### config.mk
export PLATFORM = sky130hd
export DESIGN_NAME = adsq_regs
export DESIGN_NICKNAME = d
export VERILOG_FILES = /design/src/adsq_pkg.sv /design/src/adsq_tick_if.sv /design/src/adsq_regs.sv /design/src/adsq_tick.sv
export VERILOG_INCLUDE_DIRS = /design/src
export SDC_FILE = /design/constraint.sdc
export NUM_CORES = 1
export LEC_CHECK = 0
export BUFFER_PORTS_ARGS = -buffer_cell sky130_fd_sc_hd__buf_2
export CORE_ASPECT_RATIO = 0.75
export CORE_UTILIZATION = 60
export DETAILED_ROUTE_END_ITERATION = 12
export GPL_ROUTABILITY_DRIVEN = 0
export PLACE_DENSITY = 0.85
export SYNTH_ARGS = -nofsm -noshare
export SYNTH_HDL_FRONTEND = slang
export SYNTH_SLANG_ARGS = --single-unit
### constraint.sdc
create_clock -name mclk -period 2.6 [get_ports mclk]
set_input_delay 0.78 -clock mclk [delete_from_list [all_inputs] [get_ports mclk]]
set_output_delay 0.78 -clock mclk [all_outputs]
set_load 0.01 [all_outputs]
### src/adsq_defs.svh
`ifndef ADSQ_DEFS_SVH
`define ADSQ_DEFS_SVH

// Register byte offsets
`define ADSQ_OFF_CTRL   8'h00
`define ADSQ_OFF_DELAY  8'h04
`define ADSQ_OFF_FLAGS  8'h08
`define ADSQ_OFF_SMASK  8'h0C
`define ADSQ_OFF_RMASK  8'h10
`define ADSQ_OFF_RES0   8'h14
`define ADSQ_OFF_ISTAT  8'h40
`define ADSQ_OFF_ICLR   8'h44
`define ADSQ_OFF_IEN    8'h48

// Control register fields
`define ADSQ_CTL_ACT    0
`define ADSQ_CTL_SSGL   1
`define ADSQ_CTL_SRPT   2
`define ADSQ_CTL_PSD    3
`define ADSQ_CTL_SRST   4
`define ADSQ_CTL_RDONE  5
`define ADSQ_CTL_SDONE  7

// Delay register fields
`define ADSQ_DLY_RPT_HI 31
`define ADSQ_DLY_RPT_LO 16
`define ADSQ_DLY_STA_HI 15
`define ADSQ_DLY_STA_LO 0

// Interrupt status bits
`define ADSQ_IRQ_SDONE  0
`define ADSQ_IRQ_RDONE  1

// Reset values
`define ADSQ_RST_DELAY  32'h0000_0000
`define ADSQ_RST_BYTE   8'h00
`define ADSQ_RST_RES    10'h000

// Timing
`define ADSQ_CLK_MHZ    20
`define ADSQ_TICK_US    40
`define ADSQ_TICK_CYC   (`ADSQ_TICK_US * `ADSQ_CLK_MHZ)

`endif

### src/adsq_pkg.sv
package adsq_pkg;

  typedef enum logic [2:0] {
    ADSQ_IDLE  = 3'b000,
    ADSQ_WAITD = 3'b001,
    ADSQ_PICK  = 3'b011,
    ADSQ_CONV  = 3'b010,
    ADSQ_FIN   = 3'b110
  } adsq_fsm_t;

  typedef enum logic {
    ADSQ_MODE_SINGLE = 1'b0,
    ADSQ_MODE_REPEAT = 1'b1
  } adsq_mode_t;

endpackage

### src/adsq_tick_if.sv
`timescale 1ns/10ps
interface adsq_tick_if;
  logic restart;
  logic tick;
  modport seq (output restart, input tick);
  modport gen (input restart, output tick);
endinterface
### src/adsq_regs.sv
// Summary of operation
// - Repeat gap between passes, 40us ticks
// - Start delay before first repeat pass
// - Single shot skips both delays
// - Per-channel done flag set on finish
// - Done flags clear on write one
// - Single pass end sets single-done
// - Repeat pass end sets repeat-done
// - Single pass converts single-mask channels only
// - Repeat pass converts repeat-mask channels only
// - Result: 10 low bits, rest zero
// - Unimplemented channel bits reserved, unused
// - Start-single launches one pass, self-clears
// - Clearing start-repeat stops further passes
// - New pass clears its done flag
`timescale 1ns/10ps
`include "adsq_defs.svh"
module adsq_regs #(
  parameter int NUM_CH   = 8,
  parameter int ADDR_W   = 8,
  parameter int TICK_CYC = `ADSQ_TICK_CYC
) (
  input  wire logic              mclk,          // 20 MHz clock
  input  wire logic              nrst,          // Async reset, low
  input  wire logic              psel,          // APB select
  input  wire logic              penable,       // APB enable
  input  wire logic              pwrite,        // APB direction
  input  wire logic [ADDR_W-1:0] paddr,         // APB byte address
  input  wire logic [31:0]       pwdata,        // APB write data
  output logic      [31:0]       prdata,        // APB read data
  output logic                   pready,        // APB ready
  output logic                   pslverr,       // APB error
  output logic                   irq,           // Interrupt level
  output logic                   conv_start,    // Core start pulse
  output logic      [2:0]        conv_channel,  // Core channel
  output logic                   conv_power,    // Core power on
  output logic                   core_reset,    // Core reset
  input  wire logic              conv_done,     // Core done pulse
  input  wire logic [9:0]        channel_sample_value  // Core sample
);
  import adsq_pkg::*;

  // Channels this build implements; the rest are reserved
  localparam logic [7:0] IMPL = 8'((1 << NUM_CH) - 1);

  // Block state bar the tick prescaler in one word; nrst clears all of it
  typedef struct packed {
    adsq_fsm_t        fsm;
    adsq_mode_t       mode;
    logic             act;
    logic             act_prev;
    logic             ssgl;
    logic             srpt;
    logic             psd;
    logic             srst;
    logic             sdone;
    logic             rdone;
    logic [31:0]      delay;
    logic [7:0]       flags;
    logic [7:0]       smask;
    logic [7:0]       rmask;
    logic [7:0][9:0]  res;
    logic [7:0]       pending;
    logic [2:0]       ch;
    logic [15:0]      dcnt;
    logic [1:0]       ist;
    logic [1:0]       ien;
    logic [31:0]      prdata;
    logic             pready;
    logic             pslverr;
    logic             irq;
    logic             conv_start;
    logic             pwr;
    logic             core_rst;
    logic             restart;
  } adsq_st_t;

  adsq_st_t s_r;
  adsq_st_t s_nxt;

  logic [7:0]  res_hit;
  logic [31:0] res_word [8];

  for (genvar g = 0; g < 8; g++) begin : g_ch
    if (g < NUM_CH) begin : g_impl
      assign res_hit[g]  = (paddr == ADDR_W'(`ADSQ_OFF_RES0 + 4 * g));
      assign res_word[g] = {22'h00_0000, s_r.res[g]};
    end else begin : g_rsvd
      assign res_hit[g]  = 1'b0;
      assign res_word[g] = 32'h0000_0000;
    end
  end

  // One prescaler serves both the start delay and the repeat gap
  adsq_tick_if tk_if ();

  adsq_tick #(
    .TICK_CYC (TICK_CYC)
  ) u_tick (
    .mclk (mclk),
    .nrst (nrst),
    .tk   (tk_if.gen)
  );

  assign tk_if.restart = s_r.restart;

  always_comb begin
    logic [31:0] rd;
    logic        hit;
    logic        wr;
    logic        setup;
    logic [2:0]  sel;
    rd    = 32'h0000_0000;
    hit   = 1'b1;
    setup = psel & ~penable;
    // Write strobe only in the single cycle that pready stands
    wr    = psel & penable & s_r.pready & pwrite;
    sel   = 3'h0;
    s_nxt = s_r;
    s_nxt.pready     = 1'b0;
    s_nxt.pslverr    = 1'b0;
    s_nxt.conv_start = 1'b0;
    s_nxt.restart    = 1'b0;
    s_nxt.act_prev   = s_r.act;
    s_nxt.core_rst   = s_r.srst | (s_r.act & ~s_r.act_prev);

    // Read mux, sampled in the setup cycle
    unique case (paddr)
      `ADSQ_OFF_CTRL:  rd = {24'h00_0000, s_r.sdone, 1'b0, s_r.rdone,
                             s_r.srst, s_r.psd, s_r.srpt, s_r.ssgl,
                             s_r.act};
      `ADSQ_OFF_DELAY: rd = s_r.delay;
      `ADSQ_OFF_FLAGS: rd = {24'h00_0000, s_r.flags};
      `ADSQ_OFF_SMASK: rd = {24'h00_0000, s_r.smask};
      `ADSQ_OFF_RMASK: rd = {24'h00_0000, s_r.rmask};
      `ADSQ_OFF_ISTAT: rd = {30'h0, s_r.ist};
      `ADSQ_OFF_ICLR:  rd = 32'h0000_0000;
      `ADSQ_OFF_IEN:   rd = {30'h0, s_r.ien};
      default:         hit = 1'b0;
    endcase
    for (int i = 0; i < 8; i++) begin
      if (res_hit[i]) begin
        rd  = res_word[i];
        hit = 1'b1;
      end
    end
    // Unmapped reads give zero so no stale word leaks out
    if (setup) begin
      s_nxt.pready  = 1'b1;
      s_nxt.prdata  = hit ? rd : 32'h0000_0000;
      s_nxt.pslverr = ~hit;
    end

    // Register writes take effect at the completing edge
    if (wr) begin
      unique case (paddr)
        // Done bits are write-one-clear, the rest plain
        `ADSQ_OFF_CTRL: begin
          s_nxt.act  = pwdata[`ADSQ_CTL_ACT];
          s_nxt.ssgl = pwdata[`ADSQ_CTL_SSGL];
          s_nxt.srpt = pwdata[`ADSQ_CTL_SRPT];
          s_nxt.psd  = pwdata[`ADSQ_CTL_PSD];
          s_nxt.srst = pwdata[`ADSQ_CTL_SRST];
          if (pwdata[`ADSQ_CTL_RDONE]) begin
            s_nxt.rdone = 1'b0;
          end
          if (pwdata[`ADSQ_CTL_SDONE]) begin
            s_nxt.sdone = 1'b0;
          end
        end
        `ADSQ_OFF_DELAY: s_nxt.delay = pwdata;
        `ADSQ_OFF_FLAGS: s_nxt.flags = s_r.flags & ~pwdata[7:0];
        `ADSQ_OFF_SMASK: s_nxt.smask = pwdata[7:0] & IMPL;
        `ADSQ_OFF_RMASK: s_nxt.rmask = pwdata[7:0] & IMPL;
        // Interrupt clear is write-only and reads zero
        `ADSQ_OFF_ICLR:  s_nxt.ist   = s_r.ist & ~pwdata[1:0];
        `ADSQ_OFF_IEN:   s_nxt.ien   = pwdata[1:0];
        default: ;
      endcase
    end

    // Sequencer; runs after writes so hardware sets win over clears
    if (s_r.srst) begin
      // Sequencer only; the registers keep their values
      s_nxt.fsm     = ADSQ_IDLE;
      s_nxt.pending = 8'h00;
      s_nxt.dcnt    = 16'h0000;
    end else begin
      unique case (s_r.fsm)
        // A single request overrides a running repeat delay
        ADSQ_IDLE, ADSQ_WAITD: begin
          if (s_r.act && s_r.ssgl) begin
            s_nxt.mode    = ADSQ_MODE_SINGLE;
            s_nxt.ssgl    = 1'b0;
            s_nxt.sdone   = 1'b0;
            s_nxt.pending = s_r.smask & IMPL;
            s_nxt.fsm     = ADSQ_PICK;
          end else if (!s_r.act || !s_r.srpt) begin
            s_nxt.fsm = ADSQ_IDLE;
          end else if (s_r.fsm == ADSQ_IDLE) begin
            s_nxt.dcnt    = s_r.delay[`ADSQ_DLY_STA_HI:`ADSQ_DLY_STA_LO];
            s_nxt.restart = 1'b1;
            s_nxt.fsm     = ADSQ_WAITD;
          end else if (s_r.dcnt == 16'h0000) begin
            s_nxt.mode    = ADSQ_MODE_REPEAT;
            s_nxt.rdone   = 1'b0;
            s_nxt.pending = s_r.rmask & IMPL;
            s_nxt.fsm     = ADSQ_PICK;
          // A tick in the restart cycle belongs to the old interval
          end else if (tk_if.tick && !s_r.restart) begin
            s_nxt.dcnt = s_r.dcnt - 16'h0001;
          end
        end
        // Lowest pending channel goes first
        ADSQ_PICK: begin
          for (int i = 7; i >= 0; i--) begin
            if (s_r.pending[i]) begin
              sel = 3'(i);
            end
          end
          if (s_r.pending == 8'h00) begin
            s_nxt.fsm = ADSQ_FIN;
          end else begin
            s_nxt.ch         = sel;
            s_nxt.conv_start = 1'b1;
            s_nxt.fsm        = ADSQ_CONV;
          end
        end
        // The core may take any number of cycles to answer
        ADSQ_CONV: begin
          if (conv_done) begin
            s_nxt.res[s_r.ch]     = channel_sample_value;
            s_nxt.flags[s_r.ch]   = 1'b1;
            s_nxt.pending[s_r.ch] = 1'b0;
            s_nxt.fsm             = ADSQ_PICK;
          end
        end
        ADSQ_FIN: begin
          if (s_r.mode == ADSQ_MODE_SINGLE) begin
            s_nxt.sdone                = 1'b1;
            s_nxt.ist[`ADSQ_IRQ_SDONE] = 1'b1;
          end else begin
            s_nxt.rdone                = 1'b1;
            s_nxt.ist[`ADSQ_IRQ_RDONE] = 1'b1;
          end
          if (s_r.act && s_r.srpt) begin
            s_nxt.dcnt    = s_r.delay[`ADSQ_DLY_RPT_HI:`ADSQ_DLY_RPT_LO];
            s_nxt.restart = 1'b1;
            s_nxt.fsm     = ADSQ_WAITD;
          end else begin
            s_nxt.fsm = ADSQ_IDLE;
          end
        end
        default: s_nxt.fsm = ADSQ_IDLE;
      endcase
    end

    // Next-state values so irq rises with its status bit
    s_nxt.irq = |(s_nxt.ist & s_nxt.ien);
    // Power saver drops the core between passes unless disabled;
    // a pass under way keeps power even after activate is cleared
    s_nxt.pwr = (s_nxt.act & s_nxt.psd) |
                ((s_nxt.fsm != ADSQ_IDLE) && (s_nxt.fsm != ADSQ_WAITD));
  end

  always_ff @(posedge mclk or negedge nrst) begin
    if (!nrst) begin
      s_r <= '0;
    end else begin
      s_r <= s_nxt;
    end
  end

  assign prdata       = s_r.prdata;
  assign pready       = s_r.pready;
  assign pslverr      = s_r.pslverr;
  assign irq          = s_r.irq;
  assign conv_start   = s_r.conv_start;
  assign conv_channel = s_r.ch;
  assign conv_power   = s_r.pwr;
  assign core_reset   = s_r.core_rst;
endmodule

### src/adsq_tick.sv
`timescale 1ns/10ps
`include "adsq_defs.svh"
module adsq_tick #(
  parameter int TICK_CYC = `ADSQ_TICK_CYC
) (
  input  wire logic  mclk,  // Functional clock
  input  wire logic  nrst,  // Async reset, active low
  adsq_tick_if.gen   tk     // Restart in, tick out
);
  import adsq_pkg::*;

  typedef struct packed {
    logic [15:0] cnt;
    logic        tick;
  } adsq_tick_st_t;

  adsq_tick_st_t s_r;
  adsq_tick_st_t s_nxt;

  always_comb begin
    s_nxt      = s_r;
    s_nxt.tick = 1'b0;
    if (tk.restart) begin
      s_nxt.cnt = 16'h0000;
    end else if (s_r.cnt == 16'(TICK_CYC - 1)) begin
      s_nxt.cnt  = 16'h0000;
      s_nxt.tick = 1'b1;
    end else begin
      s_nxt.cnt = s_r.cnt + 16'h0001;
    end
  end

  always_ff @(posedge mclk or negedge nrst) begin
    if (!nrst) begin
      s_r <= '0;
    end else begin
      s_r <= s_nxt;
    end
  end

  assign tk.tick = s_r.tick;
endmodule

==> flow_summary.toml <==
[final_layout]
drive_above_1_share_pct = 32.8
final_nets = 1211
fin_util_pct = 71.4
diodes = 0
synthToLayoutAreaGrowth_pct = 14.8
final_cells = 1416

[hold_path]
hold_class = "in2async"

[placed_design]
dp_cells = 1374
portBuffers = 96
hpwlAfterDp_mm = 22.3

[sta]
tightest_slew_ns = 0.942
max_freq_ghz = 0.402
maxSlewHeadroom_pct = 37.1
tns_ns = 0
min_period_ns = 2.49
rsz0062_at_grt = "false"
fin_crit_sh_pct = 95.6
fin_worst_skew_ns = 0.0244
setup_viol = 0
maxSlewViolCount = 0
finalHoldViolCount = 0

[floorplan]
dieArea_um2 = 20000
row_count = 43
ios = 97
initial_utilization_pct = 62.2
die_h_um = 123
die_w_um = 163
core_um2 = 18800

[cts]
ctsHoldBuffers = 0
clkTransAtPathRegs_ns = 0.06
cts_tree = "yes"
insertion_delay_ns = 0.52
cts_root_buf = "clkbuf_16"
clock_sinks = 235
cts_buffers = 23
h-tree-depth = 1
clk_path_buf_depth = 3

[synth]
mappedNetlistArea_um2 = 11700
synth_cell_types = 79
yosysSeqAreaShare_pct = 50.3
synth_edf_count = 0
synth_ff_type = "dfrtp_1"
yosys_warnings = 0
synth_fp_nets = 1110
synthArstFlopShare_pct = 100
syn_avg_cell_area_um2 = 11.1
ys_seq_elements = 235
netlist_instances = 1052

[setup_path]
start_kind = "register"
arrival_ns = 2.86
cp_cell_sequence = "or4_4 > or3_1 > buf_4 > o21a_1 > o2111ai_1 > o32ai_1"
endpoint_kind = "register"
timing.critical_path.slowest_cell_delay_ns = 0.55
crit_buf_inv = 1
cp_slowest_cell = "or4_4"
path_delay_family = "simple AND/OR/NAND/NOR gates"
required_ns = 2.97
cp_max_fo = 6
critPathKind = "reg2reg"

[pwr]
ir_worst_vdd_uv = 486
p_leak_nw = 6.48
finalPower_mw = 7.35
p_per_area_nw_per_um2 = 548

[drt]
wirelength_mm = 32.0
remaining_drc_errors = 0
post_drt_wl_per_cell_um = 22.6
drt_iter0_drc = 1218
vias = 9496
drt.antenna.violating_nets = 0
drtPass1Iterations = 8
vias_per_cell = 6.71

[global_routing]
track_usage_pct = 33.0
grt_pass1_vias = 9228
grt_max_degree = 74
grt_overflow = 0
grt_pass1_wl_mm = 50.8
antenna_found_initial = 0

[run_status]
outcome = "complete, no violations"

[flow_run]
cap_viol_max_count = 0
[layer usage]
layer | up-vias | global-route usage [%] | share of wire, %
li1 | 4049 | - | -
met1 | 4766 | 46.9 | 42
met2 | 604 | 50.0 | 44
met3 | 77 | 9.53 | 12
met4 | 0 | 8.12 | 2.2
met5 | - | 0 | 0
[path summary, 6_finish.rpt]
path,start,end,slack (ns),cells after the start
worst min-delay path,nrst,prdata[13]$_DFFE_PN0P_,0.16,1
min in group mclk,s_r[212]$_DFF_PN0_,core_reset$_DFF_PN0_,0.42,1
max in group asynchronous,nrst,res_word[197]$_DFFE_PN0P_,1.70,2
worst max-delay path,s_r[53]$_DFFE_PN0P_,s_r[56]$_DFFE_PN0P_,0.11,6
worst max register to register,s_r[53]$_DFFE_PN0P_,s_r[56]$_DFFE_PN0P_,0.11,6
worst min register to register,s_r[212]$_DFF_PN0_,core_reset$_DFF_PN0_,0.42,1
[placed cells by master (no fill, tap or decap), types with 5 or more instances in the layout]
cell	count
dfrtp_1	235
mux2_2	145
buf_2	95
nand2_1	77
nor2_1	70
buf_4	66
a21oi_1	38
o21ai_0	37
a22o_1	28
nand3_1	27
clkbuf_16	23
nor3_1	22
mux2i_1	21
inv_1	17
xnor2_1	16
a211oi_1	13
and3_1	12
nor2b_1	12
a221oi_1	12
o311a_1	9
o221ai_1	8
o22ai_1	8
nand2b_1	7
o211ai_1	7
o31ai_1	7
clkbuf_8	7
buf_12	7
or2_2	6
or3_1	6
nor4_1	6
o21ai_1	6
o22a_1	6
or4_1	5
xor2_1	5
a22oi_1	5
clkinv_2	5
[Yosys cell counts, types with 9 or more instances]
cell      count  area, um^2
a211oi_1     13        97.6
a21oi_1      38         190
a221oi_1     12         105
a22o_1       28         245
and3_1       12        75.1
buf_1        12        45.0
buf_4        35         263
clkbuf_1     40         150
dfrtp_1     235        5880
inv_1        17        63.8
mux2_2      145        1630
mux2i_1      21         210
nand2_1      77         289
nand3_1      27         135
nor2_1       70         263
nor2b_1      12        75.1
nor3_1       22         110
o21ai_0      37         185
o311a_1       9        90.1
xnor2_1      16         140
[repair_timing]
action                                  in CTS  in global routing
gates resized for setup                      0                  1
buffers inserted                             0                  1
endpoints found under the setup margin       0                 10
[final cells by class]
class                   instances  area [um^2]
multi-input cells             706         5270
clock buffers                  32          679
fillers                      1262         5360
well taps                     247          309
inverters                      18         67.6
flip-flops and latches        235         5880
repair buffers                169         1130
clock inverters                 9         78.8
[kinds of logic (layout without fill, tap and decap cells)]
logic type      Yosys count  in the layout  synth area share [%]
buf+inv                 111            228                  4.76
xor+xnor                 21             21                  1.57
simple gates            285            285                  12.3
mux                     171            171                  16.6
compound gates          227            227                  14.2
fa+ha+maj                 2              2                 0.214
flops                   235            235                  50.3
[state kept, by name (all words and copies together), names as in the netlist]
name / flops
u_tick.s_r: 16
irq: 1
conv_channel: 3
s_nxt: 1
pready: 1
res_word: 80
core_reset: 1
pslverr: 1
s_r: 95
prdata: 32
conv_power: 1
conv_start: 1
u_tick.tk.tick: 1
tk_if.restart: 1
[metrics by stage]
stage	hold WS (ns)	worst slack [ns]	area, um^2
2_1_floorplan	0.352	0.00593	11700
3_3_place_gp	0.413	-0.0580	12600
3_5_place_dp	0.418	-0.137	12600
4_1_cts	0.172	0.0785	13400
5_1_grt	0.183	0.0461	13400
6_report	0.158	0.114	13400
[report_power, final]
group	total [mW]	switching (mW)	internal [mW]	leakage [nW]
clock	3.32	1.40	1.92	0.375
combinational	0.353	0.233	0.120	2.86
sequential	3.68	0.0105	3.67	3.25
total	7.35	1.64	5.71	6.48
(Power assumes the default switching activity.)
